==> config.mk <==
export PLATFORM = sky130hd
export DESIGN_NAME = type1_command_message_codec
export DESIGN_NICKNAME = d
export VERILOG_FILES = /design/src/logic/type1_pkg.sv /design/src/logic/cmd_field_decode.sv /design/src/logic/type1_command_message_codec.sv
export VERILOG_INCLUDE_DIRS = /design/src /design/src/logic
export SDC_FILE = /design/constraint.sdc
export NUM_CORES = 1
export LEC_CHECK = 0
export BUFFER_PORTS_ARGS = -buffer_cell sky130_fd_sc_hd__buf_4
export CAP_MARGIN = 20
export CORE_MARGIN = 1
export CORE_UTILIZATION = 50
export CTS_BUF_LIST = sky130_fd_sc_hd__clkbuf_4
export DETAILED_ROUTE_END_ITERATION = 6
export GPL_TIMING_DRIVEN = 0
export PLACE_DENSITY = 0.73
export RECOVER_POWER = 25
export SYNTH_ARGS = -nofsm -noshare
export SYNTH_HDL_FRONTEND = slang
export SYNTH_HIERARCHICAL = 1
export SYNTH_SLANG_ARGS = --single-unit
==> constraint.sdc <==
create_clock -name clock -period 2.6 [get_ports clock]
set_clock_uncertainty 0.05 [all_clocks]
set_input_delay 0.13 -clock clock [delete_from_list [all_inputs] [get_ports clock]]
set_output_delay 0.13 -clock clock [all_outputs]
set_load 0.1 [all_outputs]
==> src/logic/type1_consts.svh <==
// offsets, field codes and reset values of the type 1 message codec
`ifndef TYPE1_CONSTS_SVH
`define TYPE1_CONSTS_SVH
`define T1_MSG_BYTES 8
`define T1_IDX_RESERVED 0
`define T1_IDX_TYPE 1
`define T1_IDX_CODE 2
`define T1_IDX_OPCODE 3
`define T1_IDX_OPERAND 4
`define T1_IDX_STATUS_HI 4
`define T1_IDX_STATUS_LO 5
`define T1_MSG_TYPE 4'h1
`define T1_AXIS 4'h0
`define T1_ZERO_BYTE 8'h00
`define T1_OP_ACCEL 8'h1e
`define T1_OP_DECEL 8'h1f
`define T1_OP_VELOCITY 8'h1d
`define T1_RST_WORD 32'h0000_0000
`define T1_RST_STATUS 16'h0000
`endif

==> src/logic/type1_pkg.sv <==
// types shared by the type 1 message codec
package type1_pkg;
  typedef struct packed {
    logic [7:0] opcode;
    logic [7:0] code;
    logic [31:0] operand;
  } cmd_fields_s;
  typedef enum logic [1:0] {
    PARAM_NONE = 2'h0,
    PARAM_ACCEL = 2'h1,
    PARAM_DECEL = 2'h2,
    PARAM_VELOCITY = 2'h3
  } param_e;
  typedef enum logic [1:0] {
    ST_RECEIVE = 2'b00,
    ST_DECODE = 2'b01,
    ST_RESPOND = 2'b11
  } codec_state_e;
endpackage : type1_pkg

==> src/logic/cmd_field_decode.sv <==
// combinational field split of one received command payload
`include "type1_consts.svh"
module cmd_field_decode
  import type1_pkg::*;
#(
  parameter logic [7:0] REG_QUEUE_OP = 8'h01,
  parameter logic [7:0] REG_FETCH_OP = 8'h02,
  parameter logic [7:0] REG_WRITE_OP = 8'h03,
  parameter logic [7:0] REG_XFER_OP = 8'h04
) (
  input wire logic [63:0] msg,
  output logic type1_ok,
  output logic register_access,
  output param_e param_kind,
  output cmd_fields_s fields
);
  logic [7:0] type_byte;

  // byte i of the payload sits at msg[i*8 +: 8]
  function automatic logic [7:0] byte_at(input logic [63:0] m,
                                         input int idx);
    byte_at = m[idx*8 +: 8];
  endfunction : byte_at

  // the four register-access opcodes echo their register code
  function automatic logic is_register_cmd(input logic [7:0] op);
    is_register_cmd = (op == REG_QUEUE_OP) || (op == REG_FETCH_OP) ||
                      (op == REG_WRITE_OP) || (op == REG_XFER_OP);
  endfunction : is_register_cmd

  // field extraction; the operand is big endian, first byte highest
  always_comb begin
    type_byte = byte_at(msg, `T1_IDX_TYPE);
    type1_ok = (type_byte[3:0] == `T1_MSG_TYPE);
    fields.opcode = byte_at(msg, `T1_IDX_OPCODE);
    fields.code = byte_at(msg, `T1_IDX_CODE);
    fields.operand = {byte_at(msg, `T1_IDX_OPERAND),
                      byte_at(msg, `T1_IDX_OPERAND + 1),
                      byte_at(msg, `T1_IDX_OPERAND + 2),
                      byte_at(msg, `T1_IDX_OPERAND + 3)};
    register_access = is_register_cmd(fields.opcode);
    unique case (fields.opcode)
      `T1_OP_ACCEL: param_kind = PARAM_ACCEL;
      `T1_OP_DECEL: param_kind = PARAM_DECEL;
      `T1_OP_VELOCITY: param_kind = PARAM_VELOCITY;
      default: param_kind = PARAM_NONE;
    endcase
  end
endmodule : cmd_field_decode

==> src/logic/type1_command_message_codec.sv <==
// type 1 command decoder and response encoder of the drive
`include "type1_consts.svh"
module type1_command_message_codec
  import type1_pkg::*;
#(
  parameter logic [7:0] REG_QUEUE_OP = 8'h01,
  parameter logic [7:0] REG_FETCH_OP = 8'h02,
  parameter logic [7:0] REG_WRITE_OP = 8'h03,
  parameter logic [7:0] REG_XFER_OP = 8'h04
) (
  input wire logic clock,
  input wire logic resetn,
  // command byte stream from the transport
  input wire logic cmd_valid,
  input wire logic cmd_first,
  input wire logic [7:0] cmd_byte,
  output logic cmd_ready,
  // response byte stream to the transport
  output logic rsp_valid,
  output logic rsp_last,
  output logic [7:0] rsp_byte,
  input wire logic rsp_ready,
  // live status of the drive
  input wire logic [15:0] drive_status_word,
  // decoded command towards the motion logic
  output logic cmd_strobe,
  output logic cmd_register_access,
  output cmd_fields_s cmd_fields,
  output logic other_msg,
  output logic [31:0] set_accel_rate_cmd,
  output logic [31:0] set_decel_rate_cmd,
  output logic [31:0] set_velocity_cmd
);
  codec_state_e state_q, state_d;
  logic [7:0] rx_bytes_q [`T1_MSG_BYTES];
  logic [7:0] rx_bytes_d [`T1_MSG_BYTES];
  logic [2:0] rx_idx_q, rx_idx_d;
  logic [2:0] tx_idx_q, tx_idx_d;
  logic cmd_ready_q, cmd_ready_d;
  logic rsp_valid_q, rsp_valid_d;
  logic rsp_last_q, rsp_last_d;
  logic [7:0] rsp_byte_q, rsp_byte_d;
  logic [7:0] echo_op_q, echo_op_d;
  logic [7:0] echo_code_q, echo_code_d;
  logic [15:0] status_q, status_d;
  logic strobe_q, strobe_d;
  logic reg_access_q, reg_access_d;
  cmd_fields_s fields_q, fields_d;
  logic other_q, other_d;
  logic [31:0] accel_q, accel_d;
  logic [31:0] decel_q, decel_d;
  logic [31:0] vel_q, vel_d;
  logic [63:0] msg_flat;
  logic dec_type1_ok;
  logic dec_register_access;
  param_e dec_param;
  cmd_fields_s dec_fields;
  logic rx_take;
  logic tx_take;

  // flatten the received bytes so byte i lands at bit i*8
  for (genvar g = 0; g < `T1_MSG_BYTES; g++) begin : g_flat
    assign msg_flat[g*8 +: 8] = rx_bytes_q[g];
  end

  cmd_field_decode #(
    .REG_QUEUE_OP(REG_QUEUE_OP),
    .REG_FETCH_OP(REG_FETCH_OP),
    .REG_WRITE_OP(REG_WRITE_OP),
    .REG_XFER_OP(REG_XFER_OP)
  ) u_decode (
    .msg(msg_flat),
    .type1_ok(dec_type1_ok),
    .register_access(dec_register_access),
    .param_kind(dec_param),
    .fields(dec_fields)
  );

  // response payload byte for a given position
  function automatic logic [7:0] resp_byte_at(input logic [2:0] idx,
                                              input logic [7:0] op,
                                              input logic [7:0] code,
                                              input logic [15:0] st);
    unique case (idx)
      3'd0: resp_byte_at = `T1_ZERO_BYTE;
      3'd1: resp_byte_at = {`T1_AXIS, `T1_MSG_TYPE};
      3'd2: resp_byte_at = code;
      3'd3: resp_byte_at = op;
      3'd4: resp_byte_at = st[15:8];
      3'd5: resp_byte_at = st[7:0];
      3'd6, 3'd7: resp_byte_at = `T1_ZERO_BYTE;
    endcase
  endfunction : resp_byte_at

  assign rx_take = cmd_valid && cmd_ready_q;
  assign tx_take = rsp_valid_q && rsp_ready;

  // next-state logic: receive eight bytes, decode once, send eight bytes
  always_comb begin
    state_d = state_q;
    rx_bytes_d = rx_bytes_q;
    rx_idx_d = rx_idx_q;
    tx_idx_d = tx_idx_q;
    cmd_ready_d = cmd_ready_q;
    rsp_valid_d = rsp_valid_q;
    rsp_last_d = rsp_last_q;
    rsp_byte_d = rsp_byte_q;
    echo_op_d = echo_op_q;
    echo_code_d = echo_code_q;
    status_d = status_q;
    strobe_d = 1'b0;
    reg_access_d = reg_access_q;
    fields_d = fields_q;
    other_d = 1'b0;
    accel_d = accel_q;
    decel_d = decel_q;
    vel_d = vel_q;
    unique case (state_q)
      ST_RECEIVE: begin
        // ready rises one cycle after reset so no byte meets a half reset
        cmd_ready_d = 1'b1;
        if (rx_take) begin
          // a first marker restarts the payload, so a torn frame resyncs
          if (cmd_first) begin
            rx_bytes_d[0] = cmd_byte;
            rx_idx_d = 3'd1;
          end else begin
            rx_bytes_d[rx_idx_q] = cmd_byte;
            rx_idx_d = rx_idx_q + 3'd1;
            if (rx_idx_q == 3'd7) begin
              state_d = ST_DECODE;
              cmd_ready_d = 1'b0;
            end
          end
        end
      end
      ST_DECODE: begin
        rx_idx_d = 3'd0;
        if (dec_type1_ok) begin
          strobe_d = 1'b1;
          fields_d = dec_fields;
          reg_access_d = dec_register_access;
          echo_op_d = dec_fields.opcode;
          echo_code_d = dec_register_access ? dec_fields.code
                                            : `T1_ZERO_BYTE;
          status_d = drive_status_word;
          unique case (dec_param)
            PARAM_ACCEL: accel_d = dec_fields.operand;
            PARAM_DECEL: decel_d = dec_fields.operand;
            PARAM_VELOCITY: vel_d = dec_fields.operand;
            PARAM_NONE: accel_d = accel_q;
          endcase
          // every accepted command is answered
          state_d = ST_RESPOND;
          tx_idx_d = 3'd0;
          rsp_valid_d = 1'b1;
          rsp_last_d = 1'b0;
          rsp_byte_d = `T1_ZERO_BYTE;
        end else begin
          // not a type 1 payload: flag it and listen again
          other_d = 1'b1;
          state_d = ST_RECEIVE;
          cmd_ready_d = 1'b1;
        end
      end
      ST_RESPOND: begin
        if (tx_take) begin
          if (rsp_last_q) begin
            rsp_valid_d = 1'b0;
            rsp_last_d = 1'b0;
            rsp_byte_d = `T1_ZERO_BYTE;
            state_d = ST_RECEIVE;
            cmd_ready_d = 1'b1;
          end else begin
            tx_idx_d = tx_idx_q + 3'd1;
            rsp_byte_d = resp_byte_at(tx_idx_q + 3'd1, echo_op_q,
                                      echo_code_q, status_q);
            rsp_last_d = (tx_idx_q == 3'd6);
          end
        end
      end
      default: begin
        // illegal code: return to a clean receive
        state_d = ST_RECEIVE;
        cmd_ready_d = 1'b1;
        rsp_valid_d = 1'b0;
        rsp_last_d = 1'b0;
        rx_idx_d = 3'd0;
      end
    endcase
  end

  // state registers; payload bytes need no reset since they are
  // overwritten before they are ever decoded
  always_ff @(posedge clock or negedge resetn) begin
    if (!resetn) begin
      state_q <= ST_RECEIVE;
      rx_idx_q <= 3'd0;
      tx_idx_q <= 3'd0;
      cmd_ready_q <= 1'b0;
      rsp_valid_q <= 1'b0;
      rsp_last_q <= 1'b0;
      rsp_byte_q <= `T1_ZERO_BYTE;
      echo_op_q <= `T1_ZERO_BYTE;
      echo_code_q <= `T1_ZERO_BYTE;
      status_q <= `T1_RST_STATUS;
      strobe_q <= 1'b0;
      reg_access_q <= 1'b0;
      fields_q <= '0;
      other_q <= 1'b0;
      accel_q <= `T1_RST_WORD;
      decel_q <= `T1_RST_WORD;
      vel_q <= `T1_RST_WORD;
    end else begin
      state_q <= state_d;
      rx_idx_q <= rx_idx_d;
      tx_idx_q <= tx_idx_d;
      cmd_ready_q <= cmd_ready_d;
      rsp_valid_q <= rsp_valid_d;
      rsp_last_q <= rsp_last_d;
      rsp_byte_q <= rsp_byte_d;
      echo_op_q <= echo_op_d;
      echo_code_q <= echo_code_d;
      status_q <= status_d;
      strobe_q <= strobe_d;
      reg_access_q <= reg_access_d;
      fields_q <= fields_d;
      other_q <= other_d;
      accel_q <= accel_d;
      decel_q <= decel_d;
      vel_q <= vel_d;
    end
  end

  // payload storage, written only while receiving
  always_ff @(posedge clock) begin
    rx_bytes_q <= rx_bytes_d;
  end

  assign cmd_ready = cmd_ready_q;
  assign rsp_valid = rsp_valid_q;
  assign rsp_last = rsp_last_q;
  assign rsp_byte = rsp_byte_q;
  assign cmd_strobe = strobe_q;
  assign cmd_register_access = reg_access_q;
  assign cmd_fields = fields_q;
  assign other_msg = other_q;
  assign set_accel_rate_cmd = accel_q;
  assign set_decel_rate_cmd = decel_q;
  assign set_velocity_cmd = vel_q;
endmodule : type1_command_message_codec

# --- After elaboration in Yosys (flattened, before gate mapping) ---
# Cells that the tools add are included.
totals:
  in_bits: 29
  reg_bits: 254
classes:
  bitwise: 4
  n_eq_ne: 30
  n_addsub: 2
  n_lt_le_gt_ge: 2
  mux: 44
  n_reduce_logical: 23
ops:
  columns: ["op", "n"]
  rows:
  - ["bitwise mux 64 bit", 1]
  - ["two-way mux 8 bit", 6]
  - ["one-hot mux 8 bit (6 select lines)", 1]
  - ["demux 8 bit (select 3 bit)", 1]
  - ["== test 8 x 5 -> 1 bit (second input constant)", 3]
  - ["AND reduction 3 bit", 7]
  - ["== test 3 bit (second input constant)", 6]
  - ["== test 8 x 2 -> 1 bit (second input constant)", 2]
  - ["two-way mux 1 bit", 16]
  - ["!= test 2 bit (second input constant)", 8]
  - ["one-hot mux 8 bit (2 select lines)", 1]
  - ["two-way mux 3 bit", 5]
  - ["two-way mux 2 bit", 6]
  - ["one-hot mux 2 bit (3 select lines)", 2]
  - ["one-hot mux 3 bit (2 select lines)", 2]
  - ["one-hot mux 1 bit (3 select lines)", 3]
  - ["== test 8 x 1 -> 1 bit (second input constant)", 1]
  - ["== test 8 x 3 -> 1 bit (second input constant)", 1]
  - ["AND reduction 4 bit", 2]
  - ["adder 3 x 1 -> 3 bit (second input constant)", 2]
  - ["== test 2 bit (second input constant)", 3]
  - ["== test 3 x 2 -> 1 bit (second input constant)", 2]
  - ["AND reduction 2 bit", 3]
  - ["AND reduction 5 bit", 1]
  - ["13 further kinds", 20]

# --- Depth between registers and ports, before layout ---
depth:
  word_depth: 7
  mapped_depth: 7
  depth_no_buf: 6

# --- Hierarchy ---
# Netlist, hierarchy kept.
by_module_without_submodules:
  columns: ["mod", "seq_area_each_um2", "instances", "area_per_inst_um2", "cells_each"]
  rows:
  - ["type1_command_message_codec", 6676.4, 1, 9551.7, 720]
  - ["cmd_field_decode", 0.0, 1, 434.2, 59]

# --- Least setup slack after synthesis ---
# No wires, ideal clock.
synth_timing:
  path_kind: "register to register"
  from: "register cmd_ready_q (netlist: cmd_ready)"
  to: "register rx_bytes_q, in the netlist msg_flat[10], enable pin"
  synth_period_minus_slack_ns: 2.708
  path_slack_ns: -0.108
  stages_incl_launch_ff: 5
  setup_ns: 0.383
  t_arrival_ns: 2.275
  required_time_ns: 2.167
  path_cell_list: "dfrtp_1 nand2_1 nor4_1 nand2_1 nor3_1"
synth_between:
  elab_chain_len: 2
synth_lines:
  columns: ["element", "line", "text"]
  rows:
  - ["from (decl)", "type1_command_message_codec.sv:39", "logic cmd_ready_q, cmd_ready_d;"]
  - ["from (signal assigned)", "type1_command_message_codec.sv:218", "cmd_ready_q <= cmd_ready_d;"]
  - ["logical AND 1 bit", "type1_command_message_codec.sv:95", "assign rx_take = cmd_valid && cmd_ready_q;"]
  - ["AND reduction 3 bit (no line)", null, null]
  - ["to (signal assigned)", "type1_command_message_codec.sv:237", "rx_bytes_q <= rx_bytes_d;"]
  - ["to (decl)", "type1_command_message_codec.sv:35", "logic [7:0] rx_bytes_q [`T1_MSG_BYTES];"]
# No other way between the ends.
# A chain may end at the register's enable or synchronous reset.

# --- Worst setup path in the final report ---
layout_timing:
  from: "register rx_bytes_q, in the netlist msg_flat[29]"
  to: "register decel_q[2] (netlist: set_decel_rate_cmd[2])"
layout_between:
  elab_chain_len: 4
  word_cells_on_any_way: 6
  classes_between: "eq/ne: 4; mux: 1; reduce/logical: 1"
layout_lines:
  columns: ["element", "line", "text"]
  rows:
  - ["== test 8 x 5 -> 1 bit", "cmd_field_decode.sv:42", "unique case (fields.opcode)"]
  - ["one-hot mux 2 bit (3 select lines) *", "cmd_field_decode.sv:42", null]
  - ["net dec_param[1]", "type1_command_message_codec.sv:56", "param_e dec_param;"]
  - ["== test 2 bit *", "type1_command_message_codec.sv:147", "unique case (dec_param)"]
  - ["AND reduction 3 bit (no line) *", null, null]
  - ["to (signal assigned)", "type1_command_message_codec.sv:212", "decel_q <= `T1_RST_WORD;"]
  - ["to (signal assigned)", "type1_command_message_codec.sv:230", "decel_q <= decel_d;"]
  - ["to (decl)", "type1_command_message_codec.sv:51", "logic [31:0] decel_q, decel_d;"]
# Mark *: on every way through the listed nets, which the timed path passes. The rest lies on a longest branch.

==> impl_metrics.py <==
metrics = {
    "cts": {
        "cts_root_buf": "clkbuf_4",
        "clock_sinks": 242,
        "cts_max_level": 2,
        "clkLatencyLatePin_ns": 0.67,
        "clockBufferDepth": 3,
        "cts.clk_slew.worst_paths_ns": 0.07,
        "cts_tree": "built",
        "cts_made_buffers": 61,
    },
    "place": {
        "place_inst": 1179,
        "place.gp.congestion": 0.8778,
        "placed_cell_area_um2": 11290,
        "numPortBuffers": 186,
        "hpwlAfterDp_um": 15490,
    },
    "route": {
        "drcViolationCount": 0,
        "drtIter0Drc": 276,
        "postRouteAntennaNets": 0,
        "viasPerCell": 5.003,
        "wl_per_cell_um": 17.64,
        "finalWirelength_um": 23300,
        "firstDrtPassIters": 4,
        "num_vias": 6609,
    },
    "sta": {
        "tns_ns": 0,
        "relSlewSlack_pct": 12.20,
        "fmax_mhz": 409.8,
        "setup_viol": 0,
        "tightest_slew_ns": 1.317,
        "maxSlewViolCount": 0,
        "post-route-period-util_pct": 93.87,
        "fin_crit_ns": 2.441,
        "finalHoldViolations": 0,
        "whs_ns": 0.1601,
        "rsz0062_at_grt": "no",
    },
    "finish": {
        "instances_no_fill": 1321,
        "fin_area_um2": 12400,
        "area_growth_pct": 29.68,
        "nets": 1076,
        "drive_above_1_share_pct": 41.90,
        "nFillCells": 1421,
    },
    "floorplanning": {
        "dieArea_um2": 19680,
        "initial_core_util_pct": 51.11,
        "rows": 50,
        "die_w_um": 140.3,
        "core_area_um2": 18710,
        "dieHeight_um": 140.3,
        "ios": 187,
    },
    "critical_path": {
        "startpoint": "msg_flat[29]",
        "r2r-start": "msg_flat[29]",
        "cp-endpoint": "set_decel_rate_cmd[2]",
        "crit_type": "reg -> reg",
        "slowest_delay_ns": 0.42,
        "crit_required_ns": 3.08,
        "crit_path_top_delay_cell": "edfxtp_1",
        "cp-start-kind": "register",
        "r2r-end": "set_decel_rate_cmd[2]",
        "cp_data_arrival_time_ns": 2.92,
        "crit_chain": "or3_4, nor3_1, nand2_1, nor2_2, buf_4, mux2_2",
        "r2r_cells": 6,
        "endpoint_kind": "register",
        "reg2reg_setup_slack_ns": 0.16,
        "critPathMaxFanout": 10,
    },
    "hold_path": {
        "holdPathStages": 4,
        "min_path_type": "in -> reg",
    },
    "power_and_ir_drop": {
        "p_per_area_nw_per_um2": 623.0,
        "finalPower_mw": 7.724,
        "power.leakage_nw": 6.449,
        "worst_ir_drop_vdd_mv": 0.3691,
    },
    "synthesis": {
        "syn_area_per_cell_um2": 12.65,
        "netlist_area_um2": 9560,
        "yosysWarnings": 6,
        "syn_nets": 792,
        "syn_inst": 756,
    },
    "global_route": {
        "grt_pass1_vias": 6892,
        "grtUsageTotal_pct": 24.39,
        "antenna_found_initial": 1,
        "grt-ovfl-total": 0,
        "grt_pass1_wl_um": 36720,
        "grt_max_degree": 110,
    },
    "run_status": {
        "outcome": "complete, no violations",
    },
    "run": {
        "cap_violations": 0,
    },
}
-- flip-flops by register name, indices dropped and copies added (netlist names) --
register / flops
msg_flat: 52
cmd_fields: 48
set_accel_rate_cmd: 32
set_decel_rate_cmd: 32
set_velocity_cmd: 32
status_q: 16
echo_code_q: 8
rsp_byte: 8
rx_idx_q: 3
tx_idx_q: 3
state_q: 2
cmd_ready: 1
cmd_register_access: 1
cmd_strobe: 1
other_msg: 1
rsp_last: 1
rsp_valid: 1
-- critical path, delay by kind of cell, from the launching register on --
| kind | cells | cell delay [ns] |
|---|---|---|
| and+or+nand+nor | 4 | 1.19 |
| DFF | 1 | 0.42 |
| muxes | 1 | 0.36 |
| buffers and inverters | 1 | 0.28 |
-- stage by stage --
step	util, %	worst slack [ns]
finish	66.28	0.1595
global route	66.28	0.02212
CTS	66.47	0.07468
detailed placement	60.38	-0.3806
global placement	60.14	-0.3841
floorplan	-	0.1094
-- repair_timing --
| item | CTS | global route |
|---|---|---|
| endpoints found under the hold margin | 276 | 0 |
| hold buffers | 31 | 0 |
| setup endpoints to repair | 164 | 30 |
| resized for setup | 2 | 3 |
| setup buffers | 0 | 0 |
-- area by class of cell --
class,instances,area [um2],area share [%]
sequential,242,6316,50.94
multi-input combinational,426,2716,21.91
timing repair buffer,221,1714,13.83
clock buffer,105,788.3,6.358
buffer,83,534.3,4.309
tap,234,292.8,2.361
inverter,5,18.77,0.1514
clock inverter,4,15.01,0.1211
antenna,1,2.502,0.02018
-- placed cells by master, fill, tap and decap left out, types with 8 or more instances in the layout --
master,count
clkbuf_1,24
a22oi_1,8
dfrtp_1,190
buf_4,231
edfxtp_1,52
a21oi_1,11
clkbuf_4,106
nand3_1,13
dlygate4sd3_1,30
nand2_1,228
mux2_2,91
a22o_1,11
-- power breakdown --
part           switching (mW)  total, mW  internal, mW
clock network            1.47       3.26          1.79
logic                   0.328      0.472         0.144
registers              0.0471       3.99          3.94
-- metal layers --
layer	GRT usage (%)	share of wire, %
met1	31.65	44
met2	39.29	48
met4	8.733	1.5
met5	0	0
met3	6.974	6.6
-- how the worst min path moves through the flow --
| stage | end | from | slack (ns) |
|---|---|---|---|
| floorplan | cmd_fields[0] | resetn | -0.22 |
| global placement | status_q[4] | drive_status_word[4] | 0.28 |
| detailed placement | rsp_byte[7] | resetn | 0.10 |
| CTS | status_q[10] | drive_status_word[10] | 0.08 |
| global route | status_q[9] | drive_status_word[9] | 0.12 |
| finish | status_q[9] | drive_status_word[9] | 0.16 |
Note: power is estimated with default switching activity, not from simulation.
